## src/cmd_parser_pkg.sv

```systemverilog
/*
 Shared constants, types and character helpers of the command line parser.
 Assumes one 40 MHz clock and byte-wide streams.
*/
package cmd_parser_pkg;
   localparam logic [15:0] CMD_TCP_PORT = 16'hD6D8; // 55000
   localparam int unsigned LINE_MAX = 40;
   localparam int unsigned VAL_MAX = 38;
   localparam int unsigned RD_MAX = 16;
   localparam int unsigned TXQ_DEPTH = 4;
   localparam int unsigned TXQ_WIDTH = 8;
   localparam longint unsigned CLK_HZ = 40_000_000;
   localparam longint unsigned IDLE_TIMEOUT_S = 30;
   localparam int unsigned IDLE_TIMEOUT_CYC = 32'(CLK_HZ * IDLE_TIMEOUT_S);
   localparam logic [1:0] MAX_WEB = 2'h2;
   localparam logic [1:0] MAX_RAW = 2'h1;
   localparam logic [1:0] MAX_OPCUA = 2'h2;
   localparam logic [1:0] MAX_PPMP = 2'h1;
   localparam int unsigned GROSS_STATUS_BIT = 3;
   localparam logic [7:0] CH_LF = 8'h0A;
   localparam logic [7:0] CH_CR = 8'h0D;
   localparam logic [7:0] CH_SP = 8'h20;
   localparam logic [7:0] CH_DQ = 8'h22;
   localparam logic [7:0] CH_SQ = 8'h27;
   localparam logic [7:0] CH_COMMA = 8'h2C;
   localparam logic [7:0] CH_ZERO = 8'h30;
   localparam logic [7:0] CH_QM = 8'h3F;
   localparam logic [7:0] CH_X = 8'h78;

   typedef enum logic [1:0] {SESS_WEB, SESS_RAW, SESS_OPCUA, SESS_PPMP} sess_kind_t;

   typedef struct packed {
      logic                      write;
      logic [15:0]               index;
      logic [7:0]                subindex;
      logic [5:0]                val_len;
      logic [VAL_MAX-1:0][7:0]   val_text;
   } od_req_t;

   typedef struct packed {
      logic                      ok;
      logic                      nan;
      logic [4:0]                len;
      logic [RD_MAX-1:0][7:0]    text;
   } od_rsp_t;

   typedef struct packed {
      logic [7:0]                data;
      logic                      last;
   } rec_byte_t;

   function automatic logic is_dec(input logic [7:0] c);
      return c >= 8'h30 && c <= 8'h39;
   endfunction

   function automatic logic is_hex(input logic [7:0] c);
      return is_dec(c) || (c >= 8'h41 && c <= 8'h46) || (c >= 8'h61 && c <= 8'h66);
   endfunction

   function automatic logic [3:0] nibble(input logic [7:0] c);
      if (is_dec(c)) return 4'(c - 8'h30);
      return 4'(c[3:0] + 4'h9);
   endfunction
endpackage

```

## src/byte_queue.sv

```systemverilog
/*
 Small synchronous queue with valid/ready on both sides.
 Assumes one clock; flush empties it at once.
*/
`timescale 1ns/1ps
`default_nettype none
module byte_queue #(
   parameter int unsigned WIDTH = 8,
   parameter int unsigned DEPTH = 4
) (
   input  wire logic             clk,
   input  wire logic             rst,
   input  wire logic             flush,
   input  wire logic             in_valid,
   input  wire logic [WIDTH-1:0] in_data,
   output logic                  in_ready,
   output logic                  out_valid,
   output logic      [WIDTH-1:0] out_data,
   input  wire logic             out_ready
);
   localparam int unsigned AW = $clog2(DEPTH);
   logic [DEPTH-1:0][WIDTH-1:0] mem_reg;
   logic [AW-1:0]               wr_reg;
   logic [AW-1:0]               rd_reg;
   logic [AW:0]                 cnt_reg;
   logic                        push;
   logic                        pop;

   assign in_ready = cnt_reg != (AW+1)'(DEPTH);
   assign out_valid = cnt_reg != '0;
   assign out_data = mem_reg[rd_reg];
   assign push = in_valid && in_ready;
   assign pop = out_valid && out_ready;

   always_ff @(posedge clk) begin
      if (push) mem_reg[wr_reg] <= in_data;
   end

   always_ff @(posedge clk) begin
      if (rst || flush) begin
         wr_reg <= '0;
         rd_reg <= '0;
         cnt_reg <= '0;
      end else begin
         if (push) wr_reg <= (wr_reg == AW'(DEPTH - 1)) ? '0 : AW'(wr_reg + 1'b1);
         if (pop) rd_reg <= (rd_reg == AW'(DEPTH - 1)) ? '0 : AW'(rd_reg + 1'b1);
         cnt_reg <= (AW+1)'(cnt_reg + (AW+1)'(push) - (AW+1)'(pop));
      end
   end
endmodule // byte_queue
`default_nettype wire

```

## src/line_assembler.sv

```systemverilog
/*
 Gathers received bytes into one command line, ended by LF or CR LF.
 Assumes the parser pulses take once it has answered the line.
*/
`timescale 1ns/1ps
`default_nettype none
module line_assembler
   import cmd_parser_pkg::*;
(
   input  wire logic                     clk,
   input  wire logic                     rst,
   input  wire logic                     flush,
   input  wire logic                     in_valid,
   input  wire logic [7:0]               in_data,
   output logic                          in_ready,
   input  wire logic                     take,
   output logic                          line_valid,
   output logic      [5:0]               line_len,
   output logic                          line_long,
   output logic      [LINE_MAX-1:0][7:0] line_chars
);
   logic [LINE_MAX-1:0][7:0] buf_reg;
   logic [5:0]               cnt_reg;
   logic                     cr_reg;
   logic                     done_reg;
   logic [5:0]               len_reg;
   logic                     long_reg;
   logic                     acc;

   assign in_ready = !done_reg;
   assign acc = in_valid && in_ready;
   assign line_valid = done_reg;
   assign line_len = len_reg;
   assign line_long = long_reg;
   assign line_chars = buf_reg;

   always_ff @(posedge clk) begin
      if (acc && in_data != CH_LF && cnt_reg < 6'(LINE_MAX)) buf_reg[cnt_reg] <= in_data;
   end

   always_ff @(posedge clk) begin
      if (rst || flush) begin
         cnt_reg <= '0;
         cr_reg <= 1'b0;
         done_reg <= 1'b0;
         len_reg <= '0;
         long_reg <= 1'b0;
      end else if (acc && in_data == CH_LF) begin
         done_reg <= 1'b1;
         long_reg <= cnt_reg >= 6'(LINE_MAX);
         len_reg <= cr_reg ? 6'(cnt_reg - 1'b1) : cnt_reg;
         cnt_reg <= '0;
         cr_reg <= 1'b0;
      end else if (acc) begin
         if (cnt_reg <= 6'(LINE_MAX)) cnt_reg <= 6'(cnt_reg + 1'b1);
         cr_reg <= in_data == CH_CR;
      end else if (take) begin
         done_reg <= 1'b0;
      end
   end
endmodule // line_assembler
`default_nettype wire

```

## src/ascii_object_command_parser.sv

```systemverilog
/*
 Line command interpreter of the control port: object write/read and recorder dump.
 Assumes a TCP stack outside that delivers session events and a byte stream,
 an object dictionary port that answers each request once, and a recorder byte source.
*/
`timescale 1ns/1ps
`default_nettype none
module ascii_object_command_parser
   import cmd_parser_pkg::*;
#(
   parameter int unsigned IDLE_TIMEOUT_CYCLES = IDLE_TIMEOUT_CYC
) (
   input  wire logic        clk,
   input  wire logic        rst,
   input  wire logic        rx_valid,
   input  wire logic [7:0]  rx_data,
   output logic             rx_ready,
   output logic             tx_valid,
   output logic      [7:0]  tx_data,
   input  wire logic        tx_ready,
   input  wire logic        sess_open,
   input  wire sess_kind_t  sess_kind,
   input  wire logic [15:0] sess_port,
   output logic             sess_grant,
   input  wire logic        sess_close,
   input  wire sess_kind_t  sess_close_kind,
   output logic             cmd_conn_active,
   output logic             conn_drop,
   output logic             od_req_valid,
   output od_req_t          od_req,
   input  wire logic        od_rsp_valid,
   input  wire od_rsp_t     od_rsp,
   input  wire logic        rec_valid,
   input  wire rec_byte_t   rec,
   output logic             rec_ready,
   output logic             rec_clear,
   input  wire logic [31:0] meas_status,
   output logic             gross_valid
);
   typedef enum {
      ST_WAIT, ST_KEY, ST_FIELD, ST_VALUE, ST_OD_WAIT,
      ST_SEND_DATA, ST_SEND_CODE, ST_DUMP, ST_CR, ST_LF, ST_DONE
   } parse_state_t;

   parse_state_t             state_reg;
   logic [5:0]               pos_reg;
   logic                     fld_reg;
   logic [16:0]              acc_reg;
   logic [2:0]               digits_reg;
   logic                     hex_reg;
   logic                     write_reg;
   logic [15:0]              idx_reg;
   logic [5:0]               vstart_reg;
   logic                     seen_reg;
   logic                     quoted_reg;
   logic                     closed_reg;
   logic [7:0]               code_reg;
   logic                     dump_reg;
   od_req_t                  od_req_reg;
   logic                     od_valid_reg;
   od_rsp_t                  rsp_reg;
   logic [1:0]               web_reg;
   logic [1:0]               raw_reg;
   logic [1:0]               opc_reg;
   logic [1:0]               ppmp_reg;
   logic [31:0]              idle_reg;
   logic                     drop_reg;
   logic                     gross_reg;

   logic                     asm_ready;
   logic                     line_valid;
   logic [5:0]               line_len;
   logic                     line_long;
   logic [LINE_MAX-1:0][7:0] line_chars;
   logic                     line_take;
   logic                     flush;
   logic                     push_valid;
   logic [7:0]               push_data;
   logic                     push_ready;
   logic                     push_fire;
   logic [7:0]               c;
   logic                     at_end;
   logic [5:0]               val_len;
   logic                     raw_close;

   assign raw_close = sess_close && sess_close_kind == SESS_RAW;
   assign flush = drop_reg || raw_close;
   assign cmd_conn_active = raw_reg != 2'h0;
   assign rx_ready = asm_ready && cmd_conn_active;
   assign conn_drop = drop_reg;
   assign od_req = od_req_reg;
   assign od_req_valid = od_valid_reg;
   assign gross_valid = gross_reg;
   assign at_end = pos_reg >= line_len;
   assign c = (pos_reg < 6'(LINE_MAX)) ? line_chars[pos_reg] : 8'h00;
   assign val_len = 6'(line_len - vstart_reg);
   assign push_fire = push_valid && push_ready;
   assign line_take = state_reg == ST_DONE;
   assign rec_clear = state_reg == ST_DONE && dump_reg;

   line_assembler u_line (
      .clk        (clk),
      .rst        (rst),
      .flush      (flush),
      .in_valid   (rx_valid && cmd_conn_active),
      .in_data    (rx_data),
      .in_ready   (asm_ready),
      .take       (line_take),
      .line_valid (line_valid),
      .line_len   (line_len),
      .line_long  (line_long),
      .line_chars (line_chars)
   );

   byte_queue #(
      .WIDTH (TXQ_WIDTH),
      .DEPTH (TXQ_DEPTH)
   ) u_txq (
      .clk       (clk),
      .rst       (rst),
      .flush     (flush),
      .in_valid  (push_valid),
      .in_data   (push_data),
      .in_ready  (push_ready),
      .out_valid (tx_valid),
      .out_data  (tx_data),
      .out_ready (tx_ready)
   );

   // session admission; a stack refusal is a missing grant in the open cycle
   always_comb begin
      sess_grant = 1'b0;
      if (sess_open) begin
         case (sess_kind)
            SESS_WEB:   sess_grant = web_reg < MAX_WEB;
            SESS_RAW:   sess_grant = sess_port == CMD_TCP_PORT && raw_reg < MAX_RAW;
            SESS_OPCUA: sess_grant = opc_reg < MAX_OPCUA && ppmp_reg == 2'h0;
            SESS_PPMP:  sess_grant = ppmp_reg < MAX_PPMP && opc_reg == 2'h0;
            default:    sess_grant = 1'b0;
         endcase
      end
   end

   function automatic logic [1:0] sess_count(input logic [1:0] cnt, input logic inc, input logic dec);
      if (inc && !dec) return 2'(cnt + 1'b1);
      if (dec && !inc && cnt != 2'h0) return 2'(cnt - 1'b1);
      return cnt;
   endfunction

   always_ff @(posedge clk) begin
      if (rst) begin
         web_reg <= 2'h0;
         raw_reg <= 2'h0;
         opc_reg <= 2'h0;
         ppmp_reg <= 2'h0;
      end else begin
         web_reg <= sess_count(web_reg, sess_grant && sess_kind == SESS_WEB,
                               sess_close && sess_close_kind == SESS_WEB);
         raw_reg <= sess_count(raw_reg, sess_grant && sess_kind == SESS_RAW, raw_close || drop_reg);
         opc_reg <= sess_count(opc_reg, sess_grant && sess_kind == SESS_OPCUA,
                               sess_close && sess_close_kind == SESS_OPCUA);
         ppmp_reg <= sess_count(ppmp_reg, sess_grant && sess_kind == SESS_PPMP,
                                sess_close && sess_close_kind == SESS_PPMP);
      end
   end

   // idle time restarts on any byte taken in or sent out
   always_ff @(posedge clk) begin
      if (rst || !cmd_conn_active || drop_reg || (rx_valid && rx_ready) || (tx_valid && tx_ready)) begin
         idle_reg <= '0;
         drop_reg <= 1'b0;
      end else if (idle_reg >= IDLE_TIMEOUT_CYCLES - 1) begin
         drop_reg <= 1'b1;
      end else begin
         idle_reg <= idle_reg + 32'h1;
      end
   end

   always_ff @(posedge clk) begin
      if (rst) gross_reg <= 1'b0;
      else gross_reg <= !meas_status[GROSS_STATUS_BIT];
   end

   always_comb begin
      push_valid = 1'b0;
      push_data = 8'h00;
      rec_ready = 1'b0;
      case (state_reg)
         ST_SEND_CODE: begin
            push_valid = 1'b1;
            push_data = code_reg;
         end
         ST_SEND_DATA: begin
            push_valid = 1'b1;
            push_data = rsp_reg.text[pos_reg[3:0]];
         end
         ST_DUMP: begin
            push_valid = rec_valid;
            push_data = rec.data;
            rec_ready = push_ready;
         end
         ST_CR: begin
            push_valid = 1'b1;
            push_data = CH_CR;
         end
         ST_LF: begin
            push_valid = 1'b1;
            push_data = CH_LF;
         end
         default: push_valid = 1'b0;
      endcase
   end

   always_ff @(posedge clk) begin
      if (rst || flush) begin
         state_reg <= ST_WAIT;
         pos_reg <= '0;
         fld_reg <= 1'b0;
         acc_reg <= '0;
         digits_reg <= '0;
         hex_reg <= 1'b0;
         write_reg <= 1'b0;
         idx_reg <= '0;
         vstart_reg <= '0;
         seen_reg <= 1'b0;
         quoted_reg <= 1'b0;
         closed_reg <= 1'b0;
         code_reg <= CH_QM;
         dump_reg <= 1'b0;
         od_req_reg <= '0;
         od_valid_reg <= 1'b0;
         rsp_reg <= '0;
      end else begin
         case (state_reg)
            ST_WAIT: begin
               if (line_valid) state_reg <= ST_KEY;
            end
            ST_KEY: begin
               pos_reg <= 6'h4;
               fld_reg <= 1'b0;
               acc_reg <= '0;
               digits_reg <= '0;
               hex_reg <= 1'b0;
               seen_reg <= 1'b0;
               quoted_reg <= 1'b0;
               closed_reg <= 1'b0;
               code_reg <= CH_QM;
               state_reg <= ST_SEND_CODE;
               if (!line_long && line_len >= 6'h4) begin
                  if (line_chars[0] == 8'h53 && line_chars[1] == 8'h44 && line_chars[2] == 8'h4F) begin
                     if (line_chars[3] == CH_QM || line_chars[3] == CH_SP) begin
                        write_reg <= line_chars[3] == CH_SP;
                        state_reg <= ST_FIELD;
                     end
                  end else if (line_len == 6'h4 && line_chars[0] == 8'h52 && line_chars[1] == 8'h4D
                               && line_chars[2] == 8'h42 && line_chars[3] == CH_QM) begin
                     dump_reg <= 1'b1;
                     state_reg <= ST_DUMP;
                  end
               end
            end
            ST_FIELD: begin
               pos_reg <= 6'(pos_reg + 1'b1);
               if (at_end || c == CH_COMMA) begin
                  acc_reg <= '0;
                  digits_reg <= '0;
                  hex_reg <= 1'b0;
                  if (digits_reg == 3'h0 || acc_reg[16] || (fld_reg && acc_reg > 17'h000FF)) begin
                     state_reg <= ST_SEND_CODE;
                  end else if (!fld_reg) begin
                     idx_reg <= acc_reg[15:0];
                     fld_reg <= 1'b1;
                     if (at_end) state_reg <= ST_SEND_CODE;
                  end else if (!write_reg && at_end) begin
                     od_req_reg.write <= 1'b0;
                     od_req_reg.index <= idx_reg;
                     od_req_reg.subindex <= acc_reg[7:0];
                     od_req_reg.val_len <= '0;
                     od_req_reg.val_text <= '0;
                     od_valid_reg <= 1'b1;
                     state_reg <= ST_OD_WAIT;
                  end else if (write_reg && !at_end) begin
                     od_req_reg.subindex <= acc_reg[7:0];
                     vstart_reg <= 6'(pos_reg + 1'b1);
                     state_reg <= ST_VALUE;
                  end else begin
                     state_reg <= ST_SEND_CODE;
                  end
               end else if (c == CH_SP && digits_reg == 3'h0 && !hex_reg) begin
                  digits_reg <= digits_reg;
               end else if ((c == CH_X || c == 8'h58) && digits_reg == 3'h1 && acc_reg == '0 && !hex_reg) begin
                  hex_reg <= 1'b1;
                  digits_reg <= '0;
               end else if (hex_reg && is_hex(c) && digits_reg < 3'h4) begin
                  acc_reg <= {acc_reg[12:0], nibble(c)};
                  digits_reg <= 3'(digits_reg + 1'b1);
               end else if (!hex_reg && is_dec(c) && digits_reg < 3'h5) begin
                  acc_reg <= 17'(acc_reg * 17'h0000A) + 17'(nibble(c));
                  digits_reg <= 3'(digits_reg + 1'b1);
               end else begin
                  state_reg <= ST_SEND_CODE;
               end
            end
            ST_VALUE: begin
               pos_reg <= 6'(pos_reg + 1'b1);
               if (at_end) begin
                  // the value must be present even where the object ignores it
                  if (!seen_reg || (quoted_reg && !closed_reg)) begin
                     state_reg <= ST_SEND_CODE;
                  end else begin
                     od_req_reg.write <= 1'b1;
                     od_req_reg.index <= idx_reg;
                     od_req_reg.val_len <= val_len;
                     for (int i = 0; i < VAL_MAX; i++) begin
                        od_req_reg.val_text[i] <= (i < int'(val_len)) ? line_chars[6'(vstart_reg + 6'(i))] : 8'h00;
                     end
                     od_valid_reg <= 1'b1;
                     state_reg <= ST_OD_WAIT;
                  end
               end else if (!seen_reg) begin
                  if (c == CH_SP) begin
                     vstart_reg <= 6'(pos_reg + 1'b1);
                  end else if (c == CH_SQ || c == CH_QM) begin
                     state_reg <= ST_SEND_CODE;
                  end else begin
                     seen_reg <= 1'b1;
                     quoted_reg <= c == CH_DQ;
                  end
               end else if (closed_reg || (!quoted_reg && c == CH_DQ) || c == CH_SQ || c == CH_QM) begin
                  state_reg <= ST_SEND_CODE;
               end else if (quoted_reg && c == CH_DQ) begin
                  closed_reg <= 1'b1;
               end
            end
            ST_OD_WAIT: begin
               if (od_rsp_valid) begin
                  od_valid_reg <= 1'b0;
                  rsp_reg <= od_rsp;
                  pos_reg <= '0;
                  code_reg <= (od_rsp.ok && od_req_reg.write) ? CH_ZERO : CH_QM;
                  if (!od_req_reg.write && od_rsp.ok && !od_rsp.nan && od_rsp.len != 5'h0) begin
                     state_reg <= ST_SEND_DATA;
                  end else begin
                     state_reg <= ST_SEND_CODE;
                  end
               end
            end
            ST_SEND_DATA: begin
               if (push_fire) begin
                  if (pos_reg == 6'(rsp_reg.len - 1'b1) || pos_reg == 6'(RD_MAX - 1)) state_reg <= ST_CR;
                  else pos_reg <= 6'(pos_reg + 1'b1);
               end
            end
            ST_SEND_CODE: begin
               if (push_fire) state_reg <= ST_CR;
            end
            ST_DUMP: begin
               if (push_fire && rec.last) state_reg <= ST_CR;
            end
            ST_CR: begin
               if (push_fire) state_reg <= ST_LF;
            end
            ST_LF: begin
               if (push_fire) state_reg <= ST_DONE;
            end
            ST_DONE: begin
               dump_reg <= 1'b0;
               state_reg <= ST_WAIT;
            end
            default: state_reg <= ST_WAIT;
         endcase
      end
   end
endmodule // ascii_object_command_parser
`default_nettype wire

```

## config.mk

```make
export PLATFORM = sky130hd
export DESIGN_NAME = ascii_object_command_parser
export DESIGN_NICKNAME = d
export VERILOG_FILES = /design/src/cmd_parser_pkg.sv /design/src/byte_queue.sv /design/src/line_assembler.sv /design/src/ascii_object_command_parser.sv
export SDC_FILE = /design/constraint.sdc
export NUM_CORES = 2
export LEC_CHECK = 0
export BUFFER_PORTS_ARGS = -buffer_cell sky130_fd_sc_hd__buf_2
export CAP_MARGIN = 20
export CORE_MARGIN = 8
export CORE_UTILIZATION = 55
export CTS_CLUSTER_DIAMETER = 60
export DETAILED_ROUTE_END_ITERATION = 8
export PLACE_DENSITY_LB_ADDON = 0.15
export SYNTH_ARGS = -nofsm -noshare
export SYNTH_HDL_FRONTEND = slang
export SYNTH_SLANG_ARGS = --single-unit
```

## constraint.sdc

```tcl
create_clock -name clk -period 5.8 [get_ports clk]
set_input_delay 0.58 -clock clk [delete_from_list [all_inputs] [get_ports clk]]
set_output_delay 0.58 -clock clk [all_outputs]
set_load 0.01 [all_outputs]
```

==> flow_metrics.tcl <==
set metrics [dict create \
    fillers 8491 \
    place_inst 7392 \
    overflow 0 \
    drive_gt1_share_pct 25.9 \
    intPower_mw 11.6 \
    min_from "od_rsp[73]" \
    start_util_pct 55.4 \
    cts_buffers 104 \
    largest_reg_flops 335 \
    die_h_um 341 \
    stdcell_count 7613 \
    met1_length_um 89700 \
    finalWirelength_um 240000 \
    status "completed" \
    gr-usage-all-layers_pct 39.4 \
    cts_sinks 945 \
    synth_compound_area_share_pct 15.5 \
    r2r_end "acc_reg[16]$_SDFFE_PP0P_" \
    io_pins 564 \
    yosysTopAreaCell "dfxtp_1" \
    port_buffers 532 \
    ys_seq_elements 945 \
    timing.rr.start "pos_reg[0]$_SDFFE_PP0P_" \
    yosys_warnings 0 \
    relSlewSlack_pct 17.5 \
    final_cell_mix "856 x nand2_1, 584 x dfxtp_1, 532 x buf_2" \
    synthCells 5665 \
    share_comb_of_total_power_pct 8.9 \
    synth_edf_count 352 \
    required_ps 6440 \
    p_switching_mw 3.92 \
    core_area_um2 105000 \
    ys_seq_area_share_pct 38.5 \
    antenna_left 0 \
    netlist_top_cells_area "dfxtp_1 20%, edfxtp_1 18%, mux4_2 17%" \
    synth_ff_type "dfxtp_1" \
    finalCritPeriodShare_pct 96.0 \
    syn_avg_cell_area_um2 10.3 \
    maxUsedRoutingLayer "met5" \
    worstSkewPairLatency_ps 730 \
    cp-end-kind "flip-flop" \
    crit_fanout 10 \
    sequentialPowerShare_pct 45.6 \
    final_common_cell "nand2_1" \
    synth-xor-area-share_pct 2.22 \
    yosys.area.top_type_share_pct 20.4 \
    slowest_stage "mux4_2" \
    grt_antenna_before_repair 8 \
    cp_slowest_stage_delay_ps 510 \
    syn_area_um2 58300 \
    hp-class "in2reg" \
    setup_viol 0 \
    die_x_um 341 \
    cts_buffer_depth 3 \
    r2r_slack_ps 230 \
    wl_met2_um 98200 \
    synth_top_family_by_area "multiplexers" \
    fin_crit_ps 5570 \
    drv_cap 0 \
    hpwl_um 187000 \
    min_to "rsp_reg[73]$_SDFFE_PP0P_" \
    swShare_pct 25.3 \
    wl_per_cell_um 31.5 \
    grt_pass1_vias 46800 \
    postLayoutCoreUtil_pct 63.7 \
    grt_pass1_wl_um 337000 \
    yosysUniqueCellTypes 90 \
    grt_max_degree 131 \
    clock_skew_ps 40.4 \
    worst_pin_slew_ps 1230 \
    pwr-share-clk_pct 45.4 \
    fmax_mhz 180 \
    fin_tns_setup_ps 0 \
    hold_depth 3 \
    vias_per_cell 6.79 \
    gp_congestion 1.09 \
    crit_arrival_ps 6210 \
    rsz0062_at_grt "no" \
    die_area_um2 117000 \
    areaGrowthSynthToFinish_pct 15.0 \
    path_class "reg2reg" \
    muxShareOfSynthArea_pct 26.7 \
    synth-adder-area-share_pct 1.90 \
    syn_nets 5963 \
    finalHoldViolations 0 \
    crit_top_cell "buf_4" \
    cts-htree-levels 3 \
    async_reset_ff_share_pct 0 \
    p_per_area_nw_per_um2 231 \
    p_leak_nw 25.2 \
    final_max_slew_viol_count 0 \
    crit_path_start_kind "flip-flop" \
    cts_tree "built" \
    drc 0 \
    wl_met3_um 36400 \
    fin_nets 6425 \
    clk_pin_slew_ps 60 \
    synth_simple_gate_area_share_pct 11.7 \
    fp-row-count 119 \
    reg2regPathDepth 25 \
    cts_root_buffer "clkbuf_16" \
    peakVddDrop_uv 254 \
    vias 51700 \
    drt_iter0_drc 7940 \
    dr.pass1.iters 6 \
]
==> logic make-up after synthesis <==
group	after synthesis
flops	945
compound gates	1422
mux	971
fa+ha+maj	86
buf+inv	483
simple gates	1610
xor+xnor	148
==> through the flow <==
step	worst slack, ps	instance area, µm²	hold WS [ps]	total power [mW]
3_5_place_dp	-123	63000	432	8.54
2_1_floorplan	26.8	58300	418	8.01
5_1_grt	2.01	67000	97.0	15.9
4_1_cts	71.4	66700	66.6	15.5
3_3_place_gp	-45.8	62900	424	8.52
6_report	234	67000	87.2	15.5
==> per-layer routing <==
layer	vias to the layer above	GRT usage (%)
met5	-	0
met4	8	21.1
met3	587	17.2
met1	25100	51.2
li1	22500	-
met2	3569	55.2
==> cells in the mapped netlist (5+ instances only) <==
cell and instances:
edfxtp_1 352, a31oi_1 20, o22ai_1 179, and3_1 19, inv_1 69, o211ai_1 6
a22oi_1 39, nand3_1 59, nand4_1 19, mux4_2 441, o31ai_1 10, nor2_1 433
buf_6 11, mux2_2 142, nor4_1 9, nor3_1 61, xor2_1 71, a21o_1 17
buf_1 81, mux4_1 9, nor3b_1 13, nand2b_1 14, or3_1 33, o2bb2ai_1 25
o21ai_1 13, nand4b_1 6, nand3b_1 11, dfxtp_1 593, or4_1 8, o21ai_0 309
a211oi_1 15, nor4b_1 5, nand2_1 857, a22o_1 286, nor2b_1 18, o21a_1 6
a21oi_1 447, xnor2_1 77, mux2i_1 379, or2_2 9, buf_2 46, ha_1 82
and2_1 17, clkbuf_1 263, buf_4 7
==> power by group through the flow <==
stage / registers (mW) / logic [mW] / clock network [mW]
5_1_grt: 7.07 / 1.48 / 7.31
2_1_floorplan: 7.14 / 0.863 / 0
3_3_place_gp: 7.20 / 1.33 / 0
3_5_place_dp: 7.20 / 1.34 / 0
4_1_cts: 7.05 / 1.35 / 7.05
6_report: 7.06 / 1.38 / 7.03
==> layout make-up <==
cell class	instances	area (µm²)	area share [%]
Inverter	73	274	0.409
Multi-Input combinational cell	4237	34100	51.0
Timing Repair Buffer	766	4690	7.00
Antenna cell	5	12.5	0.0187
Tap cell	1391	1740	2.60
Clock inverter	54	664	0.992
Clock buffer	142	3010	4.50
Sequential cell	945	22500	33.5
==> how the worst max path moves through the flow <==
stage	from	endpoint	slack, ps	cells past startpoint
2_1_floorplan	pos_reg[1]$_SDFFE_PP0P_	acc_reg[15]$_SDFFE_PP0P_	30	28
3_3_place_gp	pos_reg[1]$_SDFFE_PP0P_	acc_reg[15]$_SDFFE_PP0P_	-50	21
3_5_place_dp	pos_reg[1]$_SDFFE_PP0P_	acc_reg[15]$_SDFFE_PP0P_	-120	21
4_1_cts	pos_reg[0]$_SDFFE_PP0P_	acc_reg[15]$_SDFFE_PP0P_	70	23
5_1_grt	pos_reg[0]$_SDFFE_PP0P_	acc_reg[16]$_SDFFE_PP0P_	2	24
6_report	pos_reg[0]$_SDFFE_PP0P_	acc_reg[16]$_SDFFE_PP0P_	230	25
==> critical path, delay by kind of cell, from the launching register on <==
family,cells,cell delay [ps]
XOR/XNOR,2,270
AO/OA/AOI/OAI,6,1130
buffers and inverters,7,1190
multiplexers,3,900
adder cells (fa/ha/maj),1,280
AND/OR/NAND/NOR,6,1310
flip-flops,1,390
==> what timing repair did <==
| item | 4_1_cts | 5_1_grt |
|---|---|---|
| pin swaps | 0 | 2 |
| setup endpoints to repair | 4 | 5 |
| resized for setup | 2 | 4 |
| endpoints found under the hold margin | 1 | 0 |
| hold buffers | 1 | 0 |
| setup buffers | 1 | 5 |
(Power assumes the default switching activity.)
